$ cat src/scan_seq_pkg.sv
// scan sequencer package: modes, field layouts, command codes, timing counts
// assumes a single 125 MHz core clock shared by every user of the package
package scan_seq_pkg;

   // ****************************************
   // configuration encodings
   // ****************************************
   localparam logic [1:0] SEQ_MODE_SINGLE = 2'h0;
   localparam logic [1:0] SEQ_MODE_SCAN = 2'h1;
   localparam logic [1:0] SEQ_MODE_BIAS_SCAN = 2'h2;
   localparam logic [1:0] CMD_MODE_POWER_DOWN = 2'h1;
   localparam logic [1:0] CMD_MODE_CALIBRATE = 2'h2;
   localparam logic [1:0] CMD_MODE_SEQUENCE = 2'h3;
   localparam logic [1:0] PSTATE_CONVERT = 2'h0;
   localparam logic [1:0] PSTATE_SLEEP = 2'h1;
   localparam logic [1:0] PSTATE_STANDBY = 2'h2;
   localparam logic [1:0] PD_FIELD_SLEEP = 2'h1;
   localparam logic [1:0] PD_FIELD_STANDBY = 2'h2;
   localparam logic [2:0] ORDER_FIRST = 3'h1;
   localparam logic [2:0] ORDER_LAST = 3'h6;
   localparam logic [2:0] ORDER_BAD_LOW = 3'h0;
   localparam logic [2:0] ORDER_BAD_HIGH = 3'h7;

   // ****************************************
   // channel map entry layout (one byte per channel)
   // ****************************************
   localparam int CH_BIAS_SEL_LSB = 6;
   localparam int CH_ORDER_LSB = 3;
   localparam int CH_ENABLE_BIT = 1;
   localparam int CH_BIAS_EN_BIT = 0;
   localparam int NUM_CHANNELS = 6;
   localparam int NUM_BIAS = 4;

   // ****************************************
   // timing: one delay step, conversion and calibration times
   // ****************************************
   localparam int CLOCK_MHZ = 125;
   localparam int DELAY_STEP_US = 4;
   localparam int DELAY_STEP_CYCLES = DELAY_STEP_US * CLOCK_MHZ;
   localparam int CONV_CYCLES_DEFAULT = 64;
   localparam int CAL_CYCLES_DEFAULT = 256;

   // conversion command, 6 bits of mode and rate, as decoded by the serial front end
   typedef struct packed {
      logic [1:0] mode;
      logic [3:0] rate;
   } cmd_t;

   // sequencer configuration bits
   typedef struct packed {
      logic [1:0] mode;
      logic scan_ready_gating;
      logic mux_delay_enable;
      logic bias_delay_enable;
      logic [7:0] mux_delay;
      logic [7:0] bias_delay;
      logic [1:0] power_down_field;
      logic single_cycle;
      logic continuous_single_cycle;
      logic output_sequencing;
   } seq_cfg_t;

endpackage : scan_seq_pkg

$ cat src/delay_timer.sv
// delay_timer: counts a programmed number of units of a fixed cycle length
// assumes start is a one-cycle pulse; units of zero finish at once
`timescale 1ns/1ps
`default_nettype none
module delay_timer
   import scan_seq_pkg::*;
#(
   parameter int UNIT_CYCLES = DELAY_STEP_CYCLES,
   parameter int UNIT_W = 16
) (
   input wire logic clk, // core clock
   input wire logic rst_n, // synchronous reset, active low
   input wire logic start, // load a new count
   input wire logic abort, // drop any count in progress
   input wire logic [UNIT_W-1:0] units, // number of units to wait
   output logic busy, // count running
   output logic done // one-cycle pulse at the end
);

   typedef struct packed {
      logic [UNIT_W-1:0] units_left;
      logic [15:0] sub;
      logic run;
      logic done;
   } timer_t;

   timer_t st_r;
   timer_t st_nxt;

   // ****************************************
   // next state
   // ****************************************
   always_comb begin
      st_nxt = st_r;
      st_nxt.done = 1'b0;
      if (abort) begin
         st_nxt.run = 1'b0;
      end else if (start) begin
         st_nxt.units_left = units;
         st_nxt.sub = 16'h0;
         st_nxt.run = (units != '0);
         st_nxt.done = (units == '0);
      end else if (st_r.run) begin
         if (st_r.sub == 16'(UNIT_CYCLES - 1)) begin
            st_nxt.sub = 16'h0;
            st_nxt.units_left = st_r.units_left - 1'b1;
            if (st_r.units_left == UNIT_W'(1)) begin
               st_nxt.run = 1'b0;
               st_nxt.done = 1'b1;
            end
         end else begin
            st_nxt.sub = st_r.sub + 16'h1;
         end
      end
   end

   // state register
   always_ff @(posedge clk) begin
      if (!rst_n) begin
         st_r <= '0;
      end else begin
         st_r <= st_nxt;
      end
   end

   assign busy = st_r.run;
   assign done = st_r.done;

endmodule : delay_timer
`default_nettype wire

$ cat src/scan_sequencer.sv
// scan_sequencer: multichannel scan sequencer with bias output switching
// assumes the serial front end hands over decoded commands as one-cycle pulses
// and that the analog converter reports each result with a done pulse
`timescale 1ns/1ps
`default_nettype none

// Notes on behaviour
// mode 01 scans without bias switching
// mode 10 scans with bias switching
// gating bit delays ready until scan end
// mux delay before each conversion when enabled
// enabled channels only, order 001 to 110
// power-down command aborts scan into chosen state
// host starts scan with mode 11
// per-channel ready flag on result stored
// mode 01 sleeps after last channel
// mode 01 pins follow direction registers
// output sequencing on: sequencer drives bias
// output sequencing off: registers drive bias
// channel's bias pin on during its turn
// bias delay before mux select when enabled
// mode 10 sleeps after last channel
// continuous bit ignored; single cycle required (the single_cycle bit is not checked)
// flag shared bias mapping
// flag enabled channel with order 000/111
// decode power-down, calibrate, sequence commands
// power state 00 while converting
// bias, bias delay, mux delay, convert
module scan_sequencer
   import scan_seq_pkg::*;
#(
   parameter int NCH = NUM_CHANNELS,
   parameter int NBIAS = NUM_BIAS,
   parameter int CAL_CYCLES = CAL_CYCLES_DEFAULT
) (
   input wire logic CLOCK, // core clock, 125 MHz
   input wire logic RST_N, // synchronous reset, active low
   input wire seq_cfg_t CFG, // sequencer configuration bits
   input wire logic [8*NCH-1:0] CHANNEL_MAP, // channel map, one byte per channel
   input wire logic [NBIAS-1:0] OUTPUT_DIRECTION, // direct bias pin levels
   input wire logic CMD_VALID, // conversion command pulse
   input wire cmd_t CMD, // decoded conversion command
   input wire logic CONV_DONE, // converter finished one result
   input wire logic [23:0] CONV_DATA, // converter result
   input wire logic STATUS_CLEAR, // scan ready flags cleared by status read
   output logic [2:0] MUX_SELECT, // multiplexer channel
   output logic MUX_ENABLE, // multiplexer connected
   output logic CONV_START, // start one conversion, pulse
   output logic [3:0] CONV_RATE, // data rate for the converter
   output logic [NBIAS-1:0] BIAS_OUTPUT, // bias pin levels
   output logic DATA_READY_N, // data ready, active low
   output logic [NCH-1:0] SCAN_READY_FLAGS, // per channel result available
   output logic [24*NCH-1:0] RESULTS, // per channel result registers
   output logic [1:0] POWER_STATE_FIELD, // power state
   output logic OUTPUT_MAPPING_ERROR, // shared bias mapping
   output logic ORDER_ERROR, // bad order on enabled channel
   output logic CAL_BUSY // calibration running
);

   typedef enum {
      S_IDLE, S_NEXT, S_BIAS_WAIT, S_MUX_WAIT, S_CONVERT, S_CAL
   } phase_t;

   typedef struct packed {
      phase_t phase;
      logic [2:0] order;
      logic [2:0] chan;
      logic [1:0] mode;
      logic [3:0] rate;
      logic [1:0] pstate;
      logic [NCH-1:0] flags;
      logic [24*NCH-1:0] results;
      logic [NBIAS-1:0] seq_bias;
      logic ready_n;
      logic conv_start;
      logic [15:0] cal_cnt;
   } state_t;

   state_t st_r;
   state_t st_nxt;

   logic tmr_start;
   logic tmr_abort;
   logic [15:0] tmr_units;
   logic tmr_done;
   logic found_end;
   logic abort_cmd;
   logic [NCH-1:0] enabled;

   // ****************************************
   // helpers on the channel map
   // ****************************************
   function automatic logic [2:0] ch_order(input logic [8*NCH-1:0] m, input int n);
      ch_order = m[8*n+CH_ORDER_LSB +: 3];
   endfunction : ch_order

   function automatic logic [1:0] ch_bias(input logic [8*NCH-1:0] m, input int n);
      ch_bias = m[8*n+CH_BIAS_SEL_LSB +: 2];
   endfunction : ch_bias

   // find the enabled channel carrying the lowest order value at or above a start
   function automatic logic [3:0] find_chan(input logic [8*NCH-1:0] m,
                                            input logic [NCH-1:0] en,
                                            input logic [2:0] from);
      logic [3:0] best;
      logic [2:0] best_ord;
      best = 4'h8;
      best_ord = ORDER_BAD_HIGH;
      for (int n = 0; n < NCH; n++) begin
         if (en[n] && ch_order(m, n) >= from && ch_order(m, n) <= ORDER_LAST &&
             ch_order(m, n) < best_ord) begin
            best = 4'(n);
            best_ord = ch_order(m, n);
         end
      end
      find_chan = best;
   endfunction : find_chan

   always_comb begin
      for (int n = 0; n < NCH; n++) begin
         enabled[n] = CHANNEL_MAP[8*n+CH_ENABLE_BIT];
      end
   end

   // ****************************************
   // map error checking
   // ****************************************
   always_comb begin
      ORDER_ERROR = 1'b0;
      OUTPUT_MAPPING_ERROR = 1'b0;
      for (int n = 0; n < NCH; n++) begin
         if (enabled[n] && (ch_order(CHANNEL_MAP, n) == ORDER_BAD_LOW ||
                            ch_order(CHANNEL_MAP, n) == ORDER_BAD_HIGH)) begin
            ORDER_ERROR = 1'b1;
         end
         for (int k = n + 1; k < NCH; k++) begin
            if (CHANNEL_MAP[8*n+CH_BIAS_EN_BIT] && CHANNEL_MAP[8*k+CH_BIAS_EN_BIT] &&
                ch_bias(CHANNEL_MAP, n) == ch_bias(CHANNEL_MAP, k)) begin
               OUTPUT_MAPPING_ERROR = 1'b1;
            end
         end
      end
   end

   assign abort_cmd = CMD_VALID && CMD.mode == CMD_MODE_POWER_DOWN;

   // ****************************************
   // sequencer next state
   // ****************************************
   always_comb begin
      logic [3:0] found;
      found = 4'h8;
      st_nxt = st_r;
      st_nxt.conv_start = 1'b0;
      tmr_start = 1'b0;
      tmr_abort = 1'b0;
      tmr_units = 16'h0;
      if (STATUS_CLEAR) begin
         st_nxt.flags = '0;
      end
      if (abort_cmd) begin
         // power-down aborts any activity into the chosen exit state
         tmr_abort = 1'b1;
         st_nxt.phase = S_IDLE;
         st_nxt.seq_bias = '0;
         st_nxt.pstate = (CFG.power_down_field == PD_FIELD_STANDBY) ?
                         PSTATE_STANDBY : PSTATE_SLEEP;
      end else begin
         case (st_r.phase)
            S_IDLE: begin
               // continuous single cycle bit is not looked at in scan modes
               if (CMD_VALID && CMD.mode == CMD_MODE_SEQUENCE &&
                   (CFG.mode == SEQ_MODE_SCAN || CFG.mode == SEQ_MODE_BIAS_SCAN)) begin
                  st_nxt.mode = CFG.mode;
                  st_nxt.rate = CMD.rate;
                  st_nxt.order = ORDER_FIRST;
                  st_nxt.flags = '0;
                  st_nxt.pstate = PSTATE_CONVERT;
                  st_nxt.phase = S_NEXT;
               end else if (CMD_VALID && CMD.mode == CMD_MODE_CALIBRATE) begin
                  st_nxt.cal_cnt = 16'(CAL_CYCLES);
                  st_nxt.pstate = PSTATE_CONVERT;
                  st_nxt.phase = S_CAL;
               end
            end
            S_NEXT: begin
               found = find_chan(CHANNEL_MAP, enabled, st_r.order);
               if (found[3]) begin
                  // scan complete: sleep in both scan modes
                  st_nxt.phase = S_IDLE;
                  st_nxt.seq_bias = '0;
                  st_nxt.pstate = PSTATE_SLEEP;
               end else begin
                  st_nxt.chan = found[2:0];
                  st_nxt.order = ch_order(CHANNEL_MAP, int'(found[2:0])) + 3'h1;
                  st_nxt.seq_bias = '0;
                  if (st_r.mode == SEQ_MODE_BIAS_SCAN &&
                      CHANNEL_MAP[8*int'(found[2:0])+CH_BIAS_EN_BIT]) begin
                     st_nxt.seq_bias[ch_bias(CHANNEL_MAP, int'(found[2:0]))] = 1'b1;
                  end
                  if (st_r.mode == SEQ_MODE_BIAS_SCAN && CFG.bias_delay_enable) begin
                     tmr_start = 1'b1;
                     tmr_units = {8'h0, CFG.bias_delay};
                     st_nxt.phase = S_BIAS_WAIT;
                  end else begin
                     tmr_start = 1'b1;
                     tmr_units = CFG.mux_delay_enable ? {8'h0, CFG.mux_delay} : 16'h0;
                     st_nxt.phase = S_MUX_WAIT;
                  end
               end
            end
            S_BIAS_WAIT: begin
               if (tmr_done) begin
                  tmr_start = 1'b1;
                  tmr_units = CFG.mux_delay_enable ? {8'h0, CFG.mux_delay} : 16'h0;
                  st_nxt.phase = S_MUX_WAIT;
               end
            end
            S_MUX_WAIT: begin
               if (tmr_done) begin
                  st_nxt.conv_start = 1'b1;
                  st_nxt.phase = S_CONVERT;
               end
            end
            S_CONVERT: begin
               if (CONV_DONE) begin
                  st_nxt.results[24*int'(st_r.chan) +: 24] = CONV_DATA;
                  st_nxt.flags[st_r.chan] = 1'b1;
                  st_nxt.phase = S_NEXT;
               end
            end
            S_CAL: begin
               st_nxt.cal_cnt = st_r.cal_cnt - 16'h1;
               if (st_r.cal_cnt == 16'h1) begin
                  st_nxt.phase = S_IDLE;
                  st_nxt.pstate = (CFG.power_down_field == PD_FIELD_STANDBY) ?
                                  PSTATE_STANDBY : PSTATE_SLEEP;
               end
            end
            default: begin
               st_nxt.phase = S_IDLE;
            end
         endcase
      end
      // data ready: low per result, or once at scan end when gated
      if (st_r.phase == S_CONVERT && CONV_DONE && !abort_cmd) begin
         st_nxt.ready_n = CFG.scan_ready_gating;
      end else if (st_r.phase == S_NEXT && found[3] && !abort_cmd) begin
         st_nxt.ready_n = 1'b0;
      end else if (STATUS_CLEAR || (CMD_VALID && CMD.mode == CMD_MODE_SEQUENCE)) begin
         st_nxt.ready_n = 1'b1;
      end
   end

   // ****************************************
   // state register
   // ****************************************
   always_ff @(posedge CLOCK) begin
      if (!RST_N) begin
         st_r <= '0;
         st_r.phase <= S_IDLE;
         st_r.pstate <= PSTATE_STANDBY;
         st_r.ready_n <= 1'b1;
      end else begin
         st_r <= st_nxt;
      end
   end

   // settling delays, one instance shared by bias and mux phases
   delay_timer #(
      .UNIT_CYCLES(DELAY_STEP_CYCLES),
      .UNIT_W(16)
   ) u_delay (
      .clk(CLOCK),
      .rst_n(RST_N),
      .start(tmr_start),
      .abort(tmr_abort),
      .units(tmr_units),
      .busy(),
      .done(tmr_done)
   );

   // ****************************************
   // outputs
   // ****************************************
   always_comb begin
      // sequencer owns bias pins only in bias scan with sequencing on
      if (st_r.phase != S_IDLE && st_r.phase != S_CAL &&
          st_r.mode == SEQ_MODE_BIAS_SCAN && CFG.output_sequencing) begin
         BIAS_OUTPUT = st_r.seq_bias;
      end else begin
         BIAS_OUTPUT = OUTPUT_DIRECTION;
      end
   end

   assign MUX_SELECT = st_r.chan;
   assign MUX_ENABLE = (st_r.phase == S_MUX_WAIT || st_r.phase == S_CONVERT);
   assign CONV_START = st_r.conv_start;
   assign CONV_RATE = st_r.rate;
   assign DATA_READY_N = st_r.ready_n;
   assign SCAN_READY_FLAGS = st_r.flags;
   assign RESULTS = st_r.results;
   assign POWER_STATE_FIELD = st_r.pstate;
   assign CAL_BUSY = (st_r.phase == S_CAL);

   // ****************************************
   // checks
   // ****************************************
   property p_power_abort;
      @(posedge CLOCK) disable iff (!RST_N)
      abort_cmd |=> (POWER_STATE_FIELD != PSTATE_CONVERT) && st_r.phase == S_IDLE;
   endproperty
   a_power_abort: assert property (p_power_abort) else $error("abort not taken");

   property p_start_conv;
      @(posedge CLOCK) disable iff (!RST_N)
      (st_r.phase == S_IDLE && CMD_VALID && CMD.mode == CMD_MODE_SEQUENCE &&
       CFG.mode == SEQ_MODE_SCAN) |=> POWER_STATE_FIELD == PSTATE_CONVERT;
   endproperty
   a_start_conv: assert property (p_start_conv) else $error("scan did not start");

   property p_flag_set;
      @(posedge CLOCK) disable iff (!RST_N)
      (st_r.phase == S_CONVERT && CONV_DONE && !abort_cmd) |=> SCAN_READY_FLAGS[$past(st_r.chan)];
   endproperty
   a_flag_set: assert property (p_flag_set) else $error("ready flag missing");

   property p_gated_ready;
      @(posedge CLOCK) disable iff (!RST_N)
      (st_r.phase == S_CONVERT && CONV_DONE && CFG.scan_ready_gating && !abort_cmd)
      |=> DATA_READY_N == $past(DATA_READY_N);
   endproperty
   a_gated_ready: assert property (p_gated_ready) else $error("ready not gated");

   property p_bias_owner;
      @(posedge CLOCK) disable iff (!RST_N)
      !CFG.output_sequencing |-> BIAS_OUTPUT == OUTPUT_DIRECTION;
   endproperty
   a_bias_owner: assert property (p_bias_owner) else $error("bias not from registers");

   property p_scan_end_sleep;
      @(posedge CLOCK) disable iff (!RST_N)
      (st_r.phase == S_NEXT && found_end && !abort_cmd) |=>
      POWER_STATE_FIELD == PSTATE_SLEEP && st_r.phase == S_IDLE;
   endproperty
   a_scan_end_sleep: assert property (p_scan_end_sleep) else $error("no sleep at end");

   property p_order_err;
      @(posedge CLOCK) disable iff (!RST_N)
      (enabled[0] && ch_order(CHANNEL_MAP, 0) == ORDER_BAD_HIGH) |-> ORDER_ERROR;
   endproperty
   a_order_err: assert property (p_order_err) else $error("order error missed");

   property p_mux_delay;
      @(posedge CLOCK) disable iff (!RST_N)
      (st_r.phase == S_NEXT && tmr_start && tmr_units == 16'h0 && !abort_cmd &&
       st_nxt.phase == S_MUX_WAIT) |=>
      ##1 CONV_START;
   endproperty
   a_mux_delay: assert property (p_mux_delay) else $error("conversion start late");

   assign found_end = find_chan(CHANNEL_MAP, enabled, st_r.order) == 4'h8;

endmodule : scan_sequencer
`default_nettype wire

$ cat config.mk
export PLATFORM = sky130hd
export DESIGN_NAME = scan_sequencer
export DESIGN_NICKNAME = d
export VERILOG_FILES = /design/src/scan_seq_pkg.sv /design/src/delay_timer.sv /design/src/scan_sequencer.sv
export SDC_FILE = /design/constraint.sdc
export NUM_CORES = 1
export LEC_CHECK = 0
export BUFFER_PORTS_ARGS = -buffer_cell sky130_fd_sc_hd__clkbuf_2
export CAP_MARGIN = 20
export CORE_UTILIZATION = 49
export DETAILED_ROUTE_END_ITERATION = 10
export PLACE_DENSITY_LB_ADDON = 0.3
export RECOVER_POWER = 50
export SLEW_MARGIN = 30
export SYNTH_ARGS = -nofsm -noshare
export SYNTH_HDL_FRONTEND = slang
export SYNTH_SLANG_ARGS = --single-unit
$ cat constraint.sdc
create_clock -name CLOCK -period 8.5 [get_ports CLOCK]
set_input_delay 0.425 -clock CLOCK [delete_from_list [all_inputs] [get_ports CLOCK]]
set_output_delay 0.425 -clock CLOCK [all_outputs]
set_load 0.1 [all_outputs]
==> After elaboration in Yosys (flattened, before gate mapping) <==
Cells that the tools add are included.
{ "word_totals": {"register_bits": 252, "latch_bits": 0, "mem_bits_rw": 0, "rom_bits": 0, "in_bits": 113, "out_inout_bits": 169, "elab_cells": 321, "memories": 0} }
{ "op_classes": {"add_sub_neg": 7, "multipliers": 1, "div": 0, "order_cmp": 23, "eq_ne": 53, "shift": 4, "muxes": 104, "n_bitwise": 6, "n_reduce_logical": 107} }
{ "op_table": {"columns": ["cell", "count"], "rows": [
  ["$mux 150", 2],
  ["$mux 32", 6],
  ["$pmux 32 s6", 1],
  ["$bwmux 144", 1],
  ["$mux 144", 1],
  ["$shift 24x33->144 const A", 1],
  ["$shiftx 24x33->144", 1],
  ["$eq 32x2->1 const B", 3],
  ["$eq 32x3->1 const B", 3],
  ["$mux 16", 6],
  ["$logic_and 1x1->1", 69],
  ["$mux 34", 2],
  ["$eq 32x4->1 const B", 2],
  ["$pmux 16 s2", 2],
  ["$mux 4", 13],
  ["$mux 3", 16],
  ["$shiftx 48x8->2", 1],
  ["$shiftx 48x8->3", 1],
  ["$neg 8->33", 1],
  ["$eq 16x1->1 const B", 2],
  ["$eq 32x1->1 const B", 1],
  ["$logic_not 32->1", 1],
  ["$mux 1", 32],
  ["$ne 32x4->1 const B", 1],
  ["other kinds (51)", 136]
]} }

==> Depth between registers and ports, before layout <==
{ "logic_depth": {"ltp_word": 40, "ltp_mapped": 36, "ltp_nobuf": 35} }

==> Cells and area by module <==
A second synthesis with hierarchy kept.
{ "unflattened": {"hier_cells": 1869, "area_unflattened_um2": 14337.5} }
{ "by_module_without_submodules": {"columns": ["mod", "instances", "cells_per_inst", "area_per_inst_um2", "seq_area_each_um2"], "rows": [
  ["scan_sequencer", 1, 1635, 12415.7, 3783.6],
  ["delay_timer", 1, 234, 1921.8, 680.7]
]} }

==> Worst setup path before layout <==
No wires, ideal clock.
{ "synth_timing": {"kind": "input-to-reg", "start": "in CHANNEL_MAP[3]", "end": "reg st_r[185] in the netlist's numbering", "setup_time_ns": 0.116, "arrival_time_ns": 7.109, "required_time_ns": 8.384, "path_slack_ns": 1.275, "stages": 33, "n_path_buf": 1, "cell_sequence": "inv_1 ha_1 nand2b_4 a2111oi_4 o2bb2ai_2 a311oi_2 a211oi_1 maj3_1 o21ai_0 a21oi_1 nor2_1 a21oi_1 ha_1 a2111oi_0 o21ai_0 nor2_1 o21ai_0 mux2i_1 or2_0 buf_2 nand2_1 o21a_1 ha_1 a2111oi_0 o21ai_0 a31oi_2 or3_4 mux4_2 o31ai_4 ha_1 or4_1 mux2i_1 a31o_2"} }
{ "synth_between": {"elab_chain_len": 37, "word_cells_on_any_way": 46, "cone_classes": "2 x add/sub; 8 x order compare; 1 x eq/ne; 1 x shift; 25 x mux; 9 x reduce/logical"} }
{ "synth_lines": {"columns": ["item", "line_no", "source"], "rows": [
  ["start: declaration", "scan_sequencer.sv:39", "input wire logic [8*NCH-1:0] CHANNEL_MAP,"],
  ["$ge 3x3->1", null, null],
  ["$logic_and 1x1->1 (3 in series)", null, null],
  ["$mux 3", null, null],
  ["$mux 3", "scan_sequencer.sv:169", "case (st_r.phase)"],
  ["$mux 3", "scan_sequencer.sv:161", "if (abort_cmd) begin"],
  ["$lt 3x3->1", "scan_sequencer.sv:111", "ch_order(m, n) < best_ord) begin"],
  ["$logic_and 1x1->1", "scan_sequencer.sv:110", "if (en[n] && ch_order(m, n) >= from && ch_order(m, n) <= ORDER_LAST &&"],
  ["$mux 3", "scan_sequencer.sv:110", null],
  ["(+19 left out)", null, null],
  ["$mux 4", "scan_sequencer.sv:110", null],
  ["$mux 4", "scan_sequencer.sv:169", null],
  ["$mux 4", "scan_sequencer.sv:161", null],
  ["$add 6x2->7", "scan_sequencer.sv:94", "ch_order = m[8*n+CH_ORDER_LSB +: 3];"],
  ["$shiftx 48x8->3", "scan_sequencer.sv:94", null],
  ["$add 3x1->3", "scan_sequencer.sv:195", "st_nxt.order = ch_order(CHANNEL_MAP, int'(found[2:0])) + 3'h1;"],
  ["$mux 6", "scan_sequencer.sv:188", "if (found[3]) begin"],
  ["$pmux 3 s2", "scan_sequencer.sv:169", null],
  ["end signal: assignment", "scan_sequencer.sv:265", "st_r <= st_nxt;"],
  ["end: declaration", "scan_sequencer.sv:79", "state_t st_r;"]
]} }
Several ways; a longest one is shown, not always the timed one. The select of a mux whose other input is x is not followed.
A chain may end at the register's enable or synchronous reset.

==> Worst setup path in the final report <==
{ "layout_timing": {"start": "reg st_r[184] in the netlist's numbering", "end": "reg st_r[184] in the netlist's numbering"} }
{ "layout_between": {"elab_chain_len": 37, "word_cells_on_any_way": 59, "cone_classes": "2 x add/sub; 11 x order compare; 1 x eq/ne; 1 x shift; 25 x mux; 19 x reduce/logical"} }
{ "layout_lines": {"columns": ["item", "line_no"], "rows": [
  ["$ge 3x3->1", null],
  ["$logic_and 1x1->1 (3 in series)", null],
  ["$mux 3", null],
  ["$mux 3", "scan_sequencer.sv:169"],
  ["$mux 3", "scan_sequencer.sv:161"],
  ["$lt 3x3->1", "scan_sequencer.sv:111"],
  ["$logic_and 1x1->1", "scan_sequencer.sv:110"],
  ["$mux 3", "scan_sequencer.sv:110"],
  ["(+19 left out)", null],
  ["$mux 4 (*)", "scan_sequencer.sv:110"],
  ["$mux 4 (*)", "scan_sequencer.sv:169"],
  ["$mux 4 (*)", "scan_sequencer.sv:161"],
  ["$add 6x2->7", "scan_sequencer.sv:94"],
  ["$shiftx 48x8->3", "scan_sequencer.sv:94"],
  ["$add 3x1->3", "scan_sequencer.sv:195"],
  ["$mux 6", "scan_sequencer.sv:188"],
  ["$pmux 3 s2", "scan_sequencer.sv:169"]
]} }
Mark *: on every way between the ends. The rest lies on a longest branch, timed or not. The select of a mux whose other input is x is not followed.

==> impl_metrics.csv <==
group,metric,value,unit
outcome,outcome,"complete, but fails checks",
outcome,violations,"max-capacitance violations, max-slew violations",
run,cap_violations,2,
clocking,cts_buffers,25,
floorplanning,num_rows,61,
timing,setup_tns,0,ns
layout,diodes,0,
layout,nets,2059,
route,ant_nets,0,
clocking,hold_buffers,0,
clocking,clkLatencyLatePin,0.53,ns
global_routing,grt_max_degree,90,
floorplanning,io_pins,282,
synthesis,ys.flop_type,"dfxtp_1",
global_routing,grt_pass1_wl,64.2,mm
route,drc,0,
layout,final_common_cell,"dfxtp_1",
worst_setup_path,end_kind,"flop",
worst_setup_path,crit_start,"st_r[184]$_SDFFE_PN0P_",
layout,drive_gt1_share,10.9,%
placement,postPlaceCellArea,0.0146,mm2
layout,layout_common_cells,"dfxtp_1, nor2_1, nand2_1, clkbuf_1, a21oi_1",
min_path,hold_path_end,"DATA_READY_N$_SDFFE_PN1P_",
min_path,hold-path-cell-count,3,
power_and_ir_drop,vdd_drop_max,0.000131,V
floorplanning,start_util,50.4,%
worst_setup_path,slowest_stage,"mux4_2",
worst_setup_path,critical_path_required,8.75,ns
worst_setup_path,critical_path_peak_fanout,6,
placement,place_hpwl,30.1,mm
timing,slew_headroom,-159,%
worst_setup_path,crit_family,"compound AO/OA/AOI/OAI gates",
timing,hold_viol_final,0,
clocking,cts.path.max_buffers,3,
power_and_ir_drop,p_leak,0.00537,uW
synthesis,syn-instance-count,1858,
worst_setup_path,worstSetupPathType,"reg -> reg",
min_path,hp-class,"in -> reg",
synthesis,syn_area,0.0142,mm2
floorplanning,core_area,0.0282,mm2
floorplanning,die_w,172,um
min_path,min_from,"CFG[23]",
timing,tightest_slew,3.88,ns
layout,area_growth,6.43,%
timing,rsz0062_at_grt,"no",
clocking,post_cts_resized,0,
synthesis,synth_cell_types,80,
worst_setup_path,r2r_cells,31,
worst_setup_path,worstSetupStartpointType,"flop",
worst_setup_path,cp.arrival,8.12,ns
clocking,ctsRootBufferMaster,"clkbuf_16",
worst_setup_path,r2r_setup_slack,0.63,ns
route,vias,13664,
synthesis,ys_ff_latch,223,
layout,design_area,0.0151,mm2
synthesis,ys_warn_count,0,
clocking,clk_pin_slew,0.07,ns
clocking,postCtsSetupRepairBufs,0,
timing,worst_clock_skew,0.0177,ns
route,wl,41.5,mm
timing,setup_viol,0,
clocking,cts_sinks,223,
global_routing,grt.total_usage,27.0,%
route,drtIter0Drc,1300,
route,first_pass_iters,6,
worst_setup_path,r2r_end,"st_r[184]$_SDFFE_PN0P_",
synthesis,ys_top_cells_by_area,"dfxtp_1, buf_4, nor2_1, a21oi_1, nand2_1",
clocking,htreeDepth,1,
synthesis,yosysTopAreaCell,"dfxtp_1",
worst_setup_path,max_stage_delay,0.53,ns
global_routing,grt_overflow,0,
floorplanning,die_h,172,um
timing,period_needed,7.87,ns
placement,routabilityCongestion,0.929,
placement,io_buffer_count,273,
synthesis,syn_area_per_cell,7.64,um2
worst_setup_path,crit_top_cell,"ha_1",
timing,finalMaxSlewViolations,178,
synthesis,async_reset_ff_share,0,%
worst_setup_path,path_buf_inv,1,
power_and_ir_drop,p_per_area,252,mW/mm2
timing,fin_crit_sh,92.6,%
global_routing,grt_pass1_vias,12109,
route,avgViaCountPerCell,5.94,
timing,fmax,0.127,GHz
synthesis,netlist.area_leader.share,31.4,%
route,wl_per_cell,18.0,um
floorplanning,die_area,0.0297,mm2
worst_setup_path,worstReg2RegStart,"st_r[184]$_SDFFE_PN0P_",
clocking,cts_tree,"done",
synthesis,synth_edf_count,0,
synthesis,syn_nets,2010,
synthesis,ys_seq_area_share,31.4,%
global_routing,grt_antenna_before_repair,1,
## cell families (layout without fill, tap and decap cells)
group           count (synthesis)  in the layout  synth area share, %
simple gates                  703            703                 22.9
xor+xnor                       43             43                 2.65
mux                            56             56                 4.17
buf+inv                       306            370                 12.4
compound gates                487            487                 22.9
flops                         223            223                 31.4
fa+ha+maj                      40             40                 3.56
## cells in the mapped netlist (4+ instances only)
cell type,instances
or3_1,19
xor2_1,5
and2_1,18
nand2b_1,23
nand3b_1,6
buf_1,10
mux2_2,15
a311oi_1,10
ha_1,38
dfxtp_1,223
a32oi_1,17
nor2_1,213
and3_1,20
a21oi_1,158
or4_1,8
o22ai_1,14
buf_4,159
o21ai_0,66
a211o_1,6
inv_1,35
nand4_1,5
mux2i_1,40
a22o_1,5
nand2_1,203
a31o_2,5
clkbuf_1,94
o211ai_1,5
buf_2,6
nor4_1,17
nand3_1,66
a31oi_1,18
o22a_1,8
a22oi_1,48
nor3_1,58
or2_2,4
o21a_1,5
xnor2_1,38
a221oi_1,10
a21o_1,9
nor2b_1,31
a211oi_1,56
o21ai_1,6
## metrics by stage
stage               std cells  hold WS (ns)  total power, uW  worst slack, ns  util [%]
floorplan                1858         0.421             2460             1.27         -
global placement         2258         0.440             2770            0.428      51.7
detailed placement       2258         0.445             2800            0.212      51.8
CTS                      2300         0.124             3790            0.341      54.4
global route             2300         0.138             4010           0.0604      53.7
finish                   2300         0.136             3800            0.627      53.7
## report_power, final
group | leakage [uW] | internal [uW] | total (uW) | switching (uW)
Combinational | 0.00322 | 483 | 1620 | 1140
Sequential | 0.00180 | 1110 | 1200 | 84.2
Clock | 0.000350 | 551 | 988 | 437
Total | 0.00537 | 2150 | 3800 | 1660
## layer usage
metal / GRT usage (%) / vias up / wire length, um
met5: 0 / - / 0
met4: 10.2 / 0 / 1480
met3: 3.87 / 116 / 3350
met2: 43.0 / 627 / 18600
met1: 36.8 / 6325 / 18100
li1: - / 6596 / -
## how the worst max path moves through the flow
stage	end	slack, ns	depth (start not counted)
2_1_floorplan	st_r[185]$_SDFFE_PN0P_	1.27	33
3_3_place_gp	st_r[185]$_SDFFE_PN0P_	0.43	33
3_5_place_dp	st_r[185]$_SDFFE_PN0P_	0.21	32
4_1_cts	st_r[185]$_SDFFE_PN0P_	0.34	32
5_1_grt	st_r[184]$_SDFFE_PN0P_	0.06	31
6_report	st_r[184]$_SDFFE_PN0P_	0.63	31
## layout make-up
class,count,area [um2]
repair buffers,292,1290
multi-input cells,1329,8020
clock inverters,9,62.6
flip-flops and latches,223,4470
clock buffers,33,666
inverters,36,136
fillers,2816,13000
well taps,378,473
## worst register-to-register path, delay by kind of cell, from the launching register on
family | cells | cell delay (ns)
compound gates | 16 | 3.58
mux | 2 | 0.70
simple gates | 7 | 1.35
flops | 1 | 0.31
buf+inv | 1 | 0.23
fa+ha+maj | 5 | 1.44
(Power assumes the default switching activity.)
